File: src/core/timer_consts.svh
`ifndef TIMER_CONSTS_SVH
`define TIMER_CONSTS_SVH

`define OFS_CONTROL 12'h000
`define OFS_COUNT_LOW 12'h004
`define OFS_COUNT_HIGH 12'h008
`define OFS_GATE_CTRL 12'h00C
`define OFS_FLAGS 12'h010
`define OFS_IRQ_ENABLE 12'h014
`define OFS_OSC_PORT 12'h018

`define CONTROL_RESET 8'h00
`define GATE_CTRL_RESET 2'h0
`define IRQ_ENABLE_RESET 3'h0
`define OSC_DIR_RESET 2'h3
`define COUNT_RESET 16'h0000
`define COUNT_MAX 16'hFFFF

`define INSTR_DIV_LAST 2'h3
`define PRESCALE_DIV1 2'h0
`define PRESCALE_DIV2 2'h1
`define PRESCALE_DIV4 2'h2
`define PRESCALE_DIV8 2'h3

`endif

File: src/core/timer_pkg.sv
package timer_pkg;

  typedef struct packed {
    logic gate_invert;
    logic gate_enable;
    logic [1:0] prescale_select;
    logic crystal_osc_enable;
    logic sync_disable;
    logic clock_source_select;
    logic timer_on;
  } control_t;

  typedef struct packed {
    logic gate_source_select;
    logic comparator_sync_enable;
  } gate_ctrl_t;

  typedef struct packed {
    logic global_irq_enable;
    logic peripheral_irq_enable;
    logic overflow_irq_enable;
  } irq_enable_t;

  typedef struct packed {
    logic level;
    logic rise;
    logic fall;
  } sync_out_t;

endpackage : timer_pkg

File: src/core/gated_timer.sv
`timescale 1ns/1ns
`include "timer_consts.svh"
// Functional notes
// 16-bit up counter, byte writes replace bytes
// Source select: 0 instruction clock, 1 external
// External source counts rising edges
// Counter mode needs falling edge first
// Prescaler hidden, cleared by count writes
// Oscillator enable starts crystal oscillator
// Oscillator pins forced input, reads fixed
// Software waits oscillator start before enabling
// Unsynchronised mode counts during sleep
// Mode switch may lose or add increment
// Byte reads always return valid value
// Software stops timer before async writes
// Gate from pin or comparator, gated enable
// Gate inversion applies to either source
// Rollover sets sticky overflow flag
// Interrupt needs all three enables set
// Sleep overflow wakes, vectors if global
// Count is capture/compare time base
// Special event clears count, no flag
// Count write beats special event clear
// Software uses synchronous mode with trigger
// Count clock supplied to comparator sync
// Prescale codes divide by 1, 2, 4, 8
// Gate enable ignored while timer off
// Inversion 1 counts gate high, 0 low
// Counter holds its value while off
// External input synchronised, edges detected
module gated_timer
  import timer_pkg::*;
(
  input wire logic pclk,
  input wire logic presetn,
  input wire logic psel,
  input wire logic penable,
  input wire logic pwrite,
  input wire logic [11:0] paddr,
  input wire logic [31:0] pwdata,
  output logic [31:0] prdata,
  output logic pready,
  output logic pslverr,
  input wire logic external_count_input,
  input wire logic crystal_osc_in,
  output logic crystal_osc_out,
  input wire logic gate_pin,
  input wire logic comparator_two_output,
  input wire logic sleep,
  input wire logic capture_event,
  input wire logic special_event_trigger,
  output logic [15:0] time_base,
  output logic [15:0] capture_value,
  output logic count_clock,
  output logic synced_comparator_two_output,
  output logic osc_pin_a_oe,
  output logic osc_pin_b_oe,
  output logic overflow_irq,
  output logic wake
);

  control_t control;
  gate_ctrl_t gate_ctrl;
  irq_enable_t irq_en;
  logic overflow_flag;
  logic [1:0] osc_dir;
  logic [15:0] count;
  logic [1:0] instr_div;
  logic arm;
  logic level_at_stop;
  logic on_q;

  sync_out_t ext_sync;
  sync_out_t xtal_sync;
  sync_out_t gate_sync;
  sync_out_t comp_sync;
  sync_out_t src;

  logic setup;
  logic access;
  logic wr;
  logic wr_low;
  logic wr_high;
  logic wr_count;
  logic instr_tick;
  logic ext_mode;
  logic raw_tick;
  logic gate_level;
  logic gate_open;
  logic count_en;
  logic inc;
  logic overflow;
  logic mapped;
  logic [31:0] read_word;
  control_t next_control;

  function automatic logic is_mapped(input logic [11:0] a);
    is_mapped = (a == `OFS_CONTROL) || (a == `OFS_COUNT_LOW) ||
                (a == `OFS_COUNT_HIGH) || (a == `OFS_GATE_CTRL) ||
                (a == `OFS_FLAGS) || (a == `OFS_IRQ_ENABLE) ||
                (a == `OFS_OSC_PORT);
  endfunction : is_mapped

  pin_sync u_ext_sync (
    .pclk(pclk),
    .presetn(presetn),
    .pin(external_count_input),
    .sync(ext_sync)
  );

  pin_sync u_xtal_sync (
    .pclk(pclk),
    .presetn(presetn),
    .pin(crystal_osc_in),
    .sync(xtal_sync)
  );

  pin_sync u_gate_sync (
    .pclk(pclk),
    .presetn(presetn),
    .pin(gate_pin),
    .sync(gate_sync)
  );

  pin_sync u_comp_sync (
    .pclk(pclk),
    .presetn(presetn),
    .pin(comparator_two_output),
    .sync(comp_sync)
  );

  // APB decode
  assign setup = psel && !penable;
  assign access = psel && penable && pready;
  assign wr = access && pwrite && !pslverr;
  assign wr_low = wr && (paddr == `OFS_COUNT_LOW);
  assign wr_high = wr && (paddr == `OFS_COUNT_HIGH);
  assign wr_count = wr_low || wr_high;
  assign mapped = is_mapped(paddr);

  // With the crystal running the same pin pair carries the clock
  assign src = control.crystal_osc_enable ? xtal_sync : ext_sync;
  assign ext_mode = control.clock_source_select;
  assign instr_tick = (instr_div == `INSTR_DIV_LAST);

  // Sleep stops the instruction clock and the synchronised path
  // Both modes share one synchroniser: a switch risks one edge at most
  always_comb begin
    if (!ext_mode) begin
      raw_tick = instr_tick && !sleep;
    end else if (control.sync_disable) begin
      raw_tick = src.rise && arm;
    end else begin
      raw_tick = src.rise && arm && !sleep;
    end
  end

  assign gate_level = gate_ctrl.gate_source_select ?
                      synced_comparator_two_output : gate_sync.level;
  assign gate_open = (gate_level == control.gate_invert);
  assign count_en = control.timer_on &&
                    (!control.gate_enable || gate_open);

  prescaler u_prescaler (
    .pclk(pclk),
    .presetn(presetn),
    .tick(raw_tick && count_en),
    .clear(wr_count),
    .prescale_select(control.prescale_select),
    .pulse(inc)
  );

  assign overflow = inc && (count == `COUNT_MAX) && !wr_count &&
                    !special_event_trigger;

  always_ff @(posedge pclk or negedge presetn) begin
    if (!presetn) begin
      instr_div <= 2'h0;
    end else begin
      instr_div <= instr_div + 2'h1;
    end
  end

  // Writes first, then the special event clear, then counting
  always_ff @(posedge pclk or negedge presetn) begin
    if (!presetn) begin
      count <= `COUNT_RESET;
    end else if (wr_low) begin
      count[7:0] <= pwdata[7:0];
    end else if (wr_high) begin
      count[15:8] <= pwdata[7:0];
    end else if (special_event_trigger) begin
      count <= `COUNT_RESET;
    end else if (inc) begin
      count <= count + 16'h0001;
    end
  end

  // Falling edge needed before the first counted rising edge
  always_ff @(posedge pclk or negedge presetn) begin
    if (!presetn) begin
      arm <= 1'b0;
      on_q <= 1'b0;
      level_at_stop <= 1'b0;
    end else begin
      on_q <= control.timer_on;
      if (on_q && !control.timer_on) begin
        level_at_stop <= src.level;
      end
      if (wr_count) begin
        arm <= 1'b0;
      end else if (src.fall) begin
        arm <= 1'b1;
      end else if (!on_q && control.timer_on && level_at_stop &&
                   !src.level) begin
        arm <= 1'b0;
      end
    end
  end

  // Set wins over a software clear in the same cycle
  always_ff @(posedge pclk or negedge presetn) begin
    if (!presetn) begin
      overflow_flag <= 1'b0;
    end else if (overflow) begin
      overflow_flag <= 1'b1;
    end else if (wr && (paddr == `OFS_FLAGS) && !pwdata[0]) begin
      overflow_flag <= 1'b0;
    end
  end

  always_comb begin
    next_control = control;
    if (wr && (paddr == `OFS_CONTROL)) begin
      next_control = control_t'(pwdata[7:0]);
    end
  end

  always_ff @(posedge pclk or negedge presetn) begin
    if (!presetn) begin
      control <= control_t'(`CONTROL_RESET);
      gate_ctrl <= gate_ctrl_t'(`GATE_CTRL_RESET);
      irq_en <= irq_enable_t'(`IRQ_ENABLE_RESET);
      osc_dir <= `OSC_DIR_RESET;
    end else begin
      control <= next_control;
      if (wr && (paddr == `OFS_GATE_CTRL)) begin
        gate_ctrl <= gate_ctrl_t'(pwdata[1:0]);
      end
      if (wr && (paddr == `OFS_IRQ_ENABLE)) begin
        irq_en <= irq_enable_t'(pwdata[2:0]);
      end
      if (wr && (paddr == `OFS_OSC_PORT)) begin
        osc_dir <= pwdata[1:0];
      end
    end
  end

  // Count byte reads come from the held count, never mid-update
  always_comb begin
    read_word = 32'h0000_0000;
    unique case (paddr)
      `OFS_CONTROL: read_word[7:0] = control;
      `OFS_COUNT_LOW: read_word[7:0] = count[7:0];
      `OFS_COUNT_HIGH: read_word[7:0] = count[15:8];
      `OFS_GATE_CTRL: read_word[1:0] = gate_ctrl;
      `OFS_FLAGS: read_word[0] = overflow_flag;
      `OFS_IRQ_ENABLE: read_word[2:0] = irq_en;
      `OFS_OSC_PORT: begin
        if (control.crystal_osc_enable) begin
          read_word[1:0] = 2'h3;
        end else begin
          read_word[1:0] = osc_dir;
          read_word[2] = src.level;
        end
      end
      default: read_word = 32'h0000_0000;
    endcase
  end

  // Registered answer: one wait-free access phase after setup
  always_ff @(posedge pclk or negedge presetn) begin
    if (!presetn) begin
      pready <= 1'b0;
      pslverr <= 1'b0;
      prdata <= 32'h0000_0000;
    end else begin
      pready <= setup;
      pslverr <= setup && !mapped;
      // Writes and unmapped reads answer zero
      if (setup) begin
        prdata <= pwrite ? 32'h0000_0000 : read_word;
      end
    end
  end

  always_ff @(posedge pclk or negedge presetn) begin
    if (!presetn) begin
      capture_value <= `COUNT_RESET;
    end else if (capture_event) begin
      capture_value <= count;
    end
  end

  // Comparator sampled on the count clock so a gate edge lands cleanly
  always_ff @(posedge pclk or negedge presetn) begin
    if (!presetn) begin
      count_clock <= 1'b0;
      synced_comparator_two_output <= 1'b0;
    end else begin
      count_clock <= raw_tick;
      if (!gate_ctrl.comparator_sync_enable || raw_tick) begin
        synced_comparator_two_output <= comp_sync.level;
      end
    end
  end

  always_ff @(posedge pclk or negedge presetn) begin
    if (!presetn) begin
      crystal_osc_out <= 1'b0;
      osc_pin_a_oe <= 1'b0;
      osc_pin_b_oe <= 1'b0;
      overflow_irq <= 1'b0;
      wake <= 1'b0;
    end else begin
      crystal_osc_out <= control.crystal_osc_enable &&
                         !xtal_sync.level;
      osc_pin_a_oe <= !control.crystal_osc_enable && !osc_dir[0];
      osc_pin_b_oe <= !control.crystal_osc_enable && !osc_dir[1];
      overflow_irq <= overflow_flag && irq_en.overflow_irq_enable &&
                      irq_en.peripheral_irq_enable &&
                      irq_en.global_irq_enable;
      wake <= sleep && overflow_flag && control.timer_on &&
              irq_en.overflow_irq_enable &&
              irq_en.peripheral_irq_enable;
    end
  end

  assign time_base = count;

endmodule : gated_timer

File: src/core/pin_sync.sv
`timescale 1ns/1ns
module pin_sync
  import timer_pkg::*;
(
  input wire logic pclk,
  input wire logic presetn,
  input wire logic pin,
  output sync_out_t sync
);

  logic s1;
  logic s2;
  logic s3;
  logic level;

  always_ff @(posedge pclk or negedge presetn) begin
    if (!presetn) begin
      s1 <= 1'b0;
      s2 <= 1'b0;
      s3 <= 1'b0;
    end else begin
      s1 <= pin;
      s2 <= s1;
      s3 <= s2;
    end
  end

  // A change counts only once the last two stages agree
  always_ff @(posedge pclk or negedge presetn) begin
    if (!presetn) begin
      level <= 1'b0;
    end else if (s2 == s3) begin
      level <= s3;
    end
  end

  always_comb begin
    sync.level = level;
    sync.rise = (s2 == s3) && s3 && !level;
    sync.fall = (s2 == s3) && !s3 && level;
  end

endmodule : pin_sync

File: src/core/prescaler.sv
`timescale 1ns/1ns
`include "timer_consts.svh"
module prescaler (
  input wire logic pclk,
  input wire logic presetn,
  input wire logic tick,
  input wire logic clear,
  input wire logic [1:0] prescale_select,
  output logic pulse
);

  logic [2:0] count;
  logic [2:0] last;

  always_comb begin
    unique case (prescale_select)
      `PRESCALE_DIV1: last = 3'h0;
      `PRESCALE_DIV2: last = 3'h1;
      `PRESCALE_DIV4: last = 3'h3;
      `PRESCALE_DIV8: last = 3'h7;
    endcase
  end

  assign pulse = tick && !clear && (count >= last);

  always_ff @(posedge pclk or negedge presetn) begin
    if (!presetn) begin
      count <= 3'h0;
    end else if (clear) begin
      count <= 3'h0;
    end else if (tick) begin
      count <= (count >= last) ? 3'h0 : count + 3'h1;
    end
  end

endmodule : prescaler

File: config.mk
export PLATFORM = sky130hd
export DESIGN_NAME = gated_timer
export DESIGN_NICKNAME = d
export VERILOG_FILES = /design/src/core/timer_pkg.sv /design/src/core/gated_timer.sv /design/src/core/pin_sync.sv /design/src/core/prescaler.sv
export VERILOG_INCLUDE_DIRS = /design/src /design/src/core
export SDC_FILE = /design/constraint.sdc
export NUM_CORES = 1
export LEC_CHECK = 0
export ABC_CLOCK_PERIOD_IN_PS = 2770
export BUFFER_PORTS_ARGS = -buffer_cell sky130_fd_sc_hd__buf_4
export CORE_MARGIN = 8
export CORE_UTILIZATION = 48
export DETAILED_ROUTE_END_ITERATION = 10
export GPL_TIMING_DRIVEN = 0
export PLACE_DENSITY = 0.87
export SKIP_CTS_REPAIR_TIMING = 1
export SLEW_MARGIN = 20
export SYNTH_ARGS = -nofsm -noshare
export SYNTH_HDL_FRONTEND = slang
export SYNTH_HIERARCHICAL = 1
export SYNTH_SLANG_ARGS = --single-unit
File: constraint.sdc
create_clock -name pclk -period 2.77 [get_ports pclk]
set_clock_uncertainty 0.2 [all_clocks]
set_input_delay 0.554 -clock pclk [delete_from_list [all_inputs] [get_ports pclk]]
set_output_delay 0.554 -clock pclk [all_outputs]
set_load 0.05 [all_outputs]
==> impl_summary.md <==
Outcome
The run finished, with violations left. The checks that failed: negative hold slack.

Cells and area
In the final layout, the share of cells above drive strength 1 is between 30% and 40%. The filler cells instantiated in the layout total approximately 800. The final layout contains between 600 and 700 nets. The footprint of the multi-input gates is 0.00240 sq mm.

The number of antenna diodes in the final layout is 0. Summing all non-filler instances in the final layout gives an area of 0.00603 sq mm. The area growth from synthesis to layout is 25.2%. The share of the core filled with cells in the final layout is 61.7%.

The sequential cells in the finished layout cover a total of 0.00223 sq mm.

Placement
At the end of routability-driven placement, the weighted congestion stood at 0.924. The cell area reported after detailed placement is 0.00567 sq mm. The number of port buffers is 78. The HPWL after detailed placement is approximately 10000 microns.

Critical path
The setup check on the worst reg-to-reg path leaves a slack of roughly 0.086 ns. STA classifies the critical path startpoint as a flip-flop. Measured in cells, the most critical reg-to-reg path has a length of 13. For the worst setup path, the data arrival time is 2.75 ns. In this run the worst path has a maximum fanout of 9. The reg-to-reg critical path startpoint is u_ext_sync/s2. The critical path is of the flip-flop to flip-flop type. The endpoint identified for the worst register-to-register timing path is time_base[12]. STA classifies the critical path endpoint as a flip-flop. Data on the critical path is required at its endpoint by 2.83 ns.

Route
Dividing the detail-routed via count by the number of cells gives 5.76. The detail route stage leaves a number of antenna-violating nets equal to 0. The routed length per instance is approximately 19 microns. Before antenna repair, the detailed router went through 7 iterations. After detailed routing, the number of remaining DRC violations is 0. The initial detailed-routing violation count is 332.

The total via count after detailed routing is 4054. Wires add up to 13500 microns.

Global routing
The first-pass GRT wire length is 21200 microns. Entering global routing, the biggest net connects 90 pins. The sum of overflow across all layers after global routing is 0. The initial antenna violation count is 0.

The via count of the first global-routing pass came to just under 4000. Global routing consumed, over all layers together, 20.5% of the routing resources.

CTS
TritonCTS built the clock tree. The insertion delay to the later sink of the worst-skew pair is 0.39 ns. The worst-case clock buffer depth is 2. Clock-pin slew was measured on the worst setup and hold paths at 0.09 ns. The tree built by TritonCTS fans out to 89 sinks. The H-tree depth is 3. Counting the buffers created by CTS gives 9.

The root buffer selected by CTS is sky130_fd_sc_hd__clkbuf_8.

Pwr
The power density over the cells is 422 mW/mm^2. The peak supply drop is between 0.2 and 0.3 mV. The leakage power summed over all cells is 0.00283 uW.

Timing
The count of final max-slew check failures is 0. The number of setup violations in the final report is 0. For the pin with the worst max-slew slack, the measured transition is just over 0.8 ns.

The worst pin sits at a relative slew slack of 45.6%. Subtracting the final worst setup slack from the clock period gives 2.68 ns. Setup repair after global routing could not meet its margin everywhere. In the finished design, the share of the clock period the worst path needs comes to 96.9%.

The final hold violation count was 1. The top achievable clock speed is 373 MHz. On the final layout, the worst hold slack is -0.000966 ns.

Logic synthesis
The average instance area after synthesis is roughly 11 sq um. The total standard cell area after synthesis is 0.00482 sq mm. During synthesis, Yosys emitted a total of 6 warnings. Synthesis handed over a netlist of 447 instances.

Run
Max-cap violations in this run came to 0.

Die
The initial core utilization is 49.3%. The height of the die is approximately 120 microns. Row generation in the floorplan step produced 36 rows. The number of top-level pins is 129.

The region available for standard cell placement spans 0.00977 sq mm. The die is 116 microns wide. The die covers ~0.014 sq mm.

Hold path
The min-delay analysis places its worst path in the category input pin to async pin.
==> placed cells by master (no fill, tap or decap), drive strengths merged, types with 2 or more instances in the layout <==
cell	n
and3	12
nor2	24
ha	12
and2	6
o21ai	20
mux2	41
or3	2
and4	2
a22o	4
buf	122
inv	27
or4	3
a222oi	5
dfstp	2
clkbuf	18
o211ai	15
a2111oi	2
dfrtp	87
clkinv	2
o41ai	2
nand3b	7
mux2i	5
nor4	7
nand3	16
a21oi	15
nand2	27
nor2b	7
a211oi	3
nor3b	3
a221o	2
nand4	7
o31ai	3
nand4b	2
nor3	7
nand2b	6
o2111ai	2
and3b	2
conb	24
a31oi	2
==> sequential cells by signal, indices dropped and copies added (netlist names), 2 cells and up <==
| signal | flops |
|---|---|
| osc_dir | 2 |
| irq_en | 3 |
| prdata | 8 |
| u_prescaler/count | 3 |
| capture_value | 16 |
| gate_ctrl | 2 |
| control | 7 |
| time_base | 16 |
| instr_div | 2 |
==> routing by layer <==
metal	global-route usage (%)	routed length, microns
met2	32.7	6300
met1	26.5	5590
met5	0	0
met4	7.43	298
met3	4.86	1350
==> worst max path at each step <==
stage | start | endpoint | cells past startpoint
floorplan | paddr[4] | time_base[8] | 11
global placement | control[3] | time_base[12] | 12
detailed placement | control[3] | time_base[12] | 12
global route | u_ext_sync/s2 | time_base[14] | 13
finish | u_ext_sync/s2 | time_base[12] | 13
CTS | control[3] | time_base[12] | 12
==> per-stage QoR <==
stage | power [uW] | TNS (ns) | std cells | setup WS (ns)
after floorplan | 1570 | 0 | 470 | 0.0948
after global placement | 1660 | -5.60 | 681 | -0.499
after detailed placement | 1670 | -6.75 | 681 | -0.576
after CTS | 2550 | -6.99 | 697 | -0.590
after global routing | 2640 | -0.282 | 704 | -0.0563
final | 2550 | 0 | 704 | 0.0857
==> final cells by class <==
cell class                      instances  area share, %
Timing Repair Buffer                   86           10.8
Tap cell                              133           2.76
Sequential cell                        89           37.0
Inverter                               23           1.43
Clock buffer                            9           2.05
Multi-Input combinational cell        312           39.8
Buffer                                 45           5.02
Clock inverter                          7           1.16
==> report_power, final <==
| group | switching, uW | internal, uW | total (uW) |
|---|---|---|---|
| Combinational | 204 | 118 | 321 |
| Sequential | 16.7 | 1320 | 1340 |
| Clock | 540 | 351 | 890 |
==> worst max-delay path, cell delays in order (launching register included) <==
cell	delay, ns
sky130_fd_sc_hd__dfrtp_1	0.39
sky130_fd_sc_hd__ha_2	0.18
sky130_fd_sc_hd__nor2b_4	0.13
sky130_fd_sc_hd__mux2_4	0.15
sky130_fd_sc_hd__o2111ai_2	0.13
sky130_fd_sc_hd__o21ai_2	0.12
sky130_fd_sc_hd__and3_4	0.25
sky130_fd_sc_hd__and3b_2	0.25
sky130_fd_sc_hd__buf_8	0.16
sky130_fd_sc_hd__nand2_2	0.10
sky130_fd_sc_hd__nor2_4	0.15
sky130_fd_sc_hd__nand3_2	0.11
sky130_fd_sc_hd__a21oi_2	0.16
sky130_fd_sc_hd__o21ai_0	0.08
Note: power is estimated with default switching activity, not from simulation.
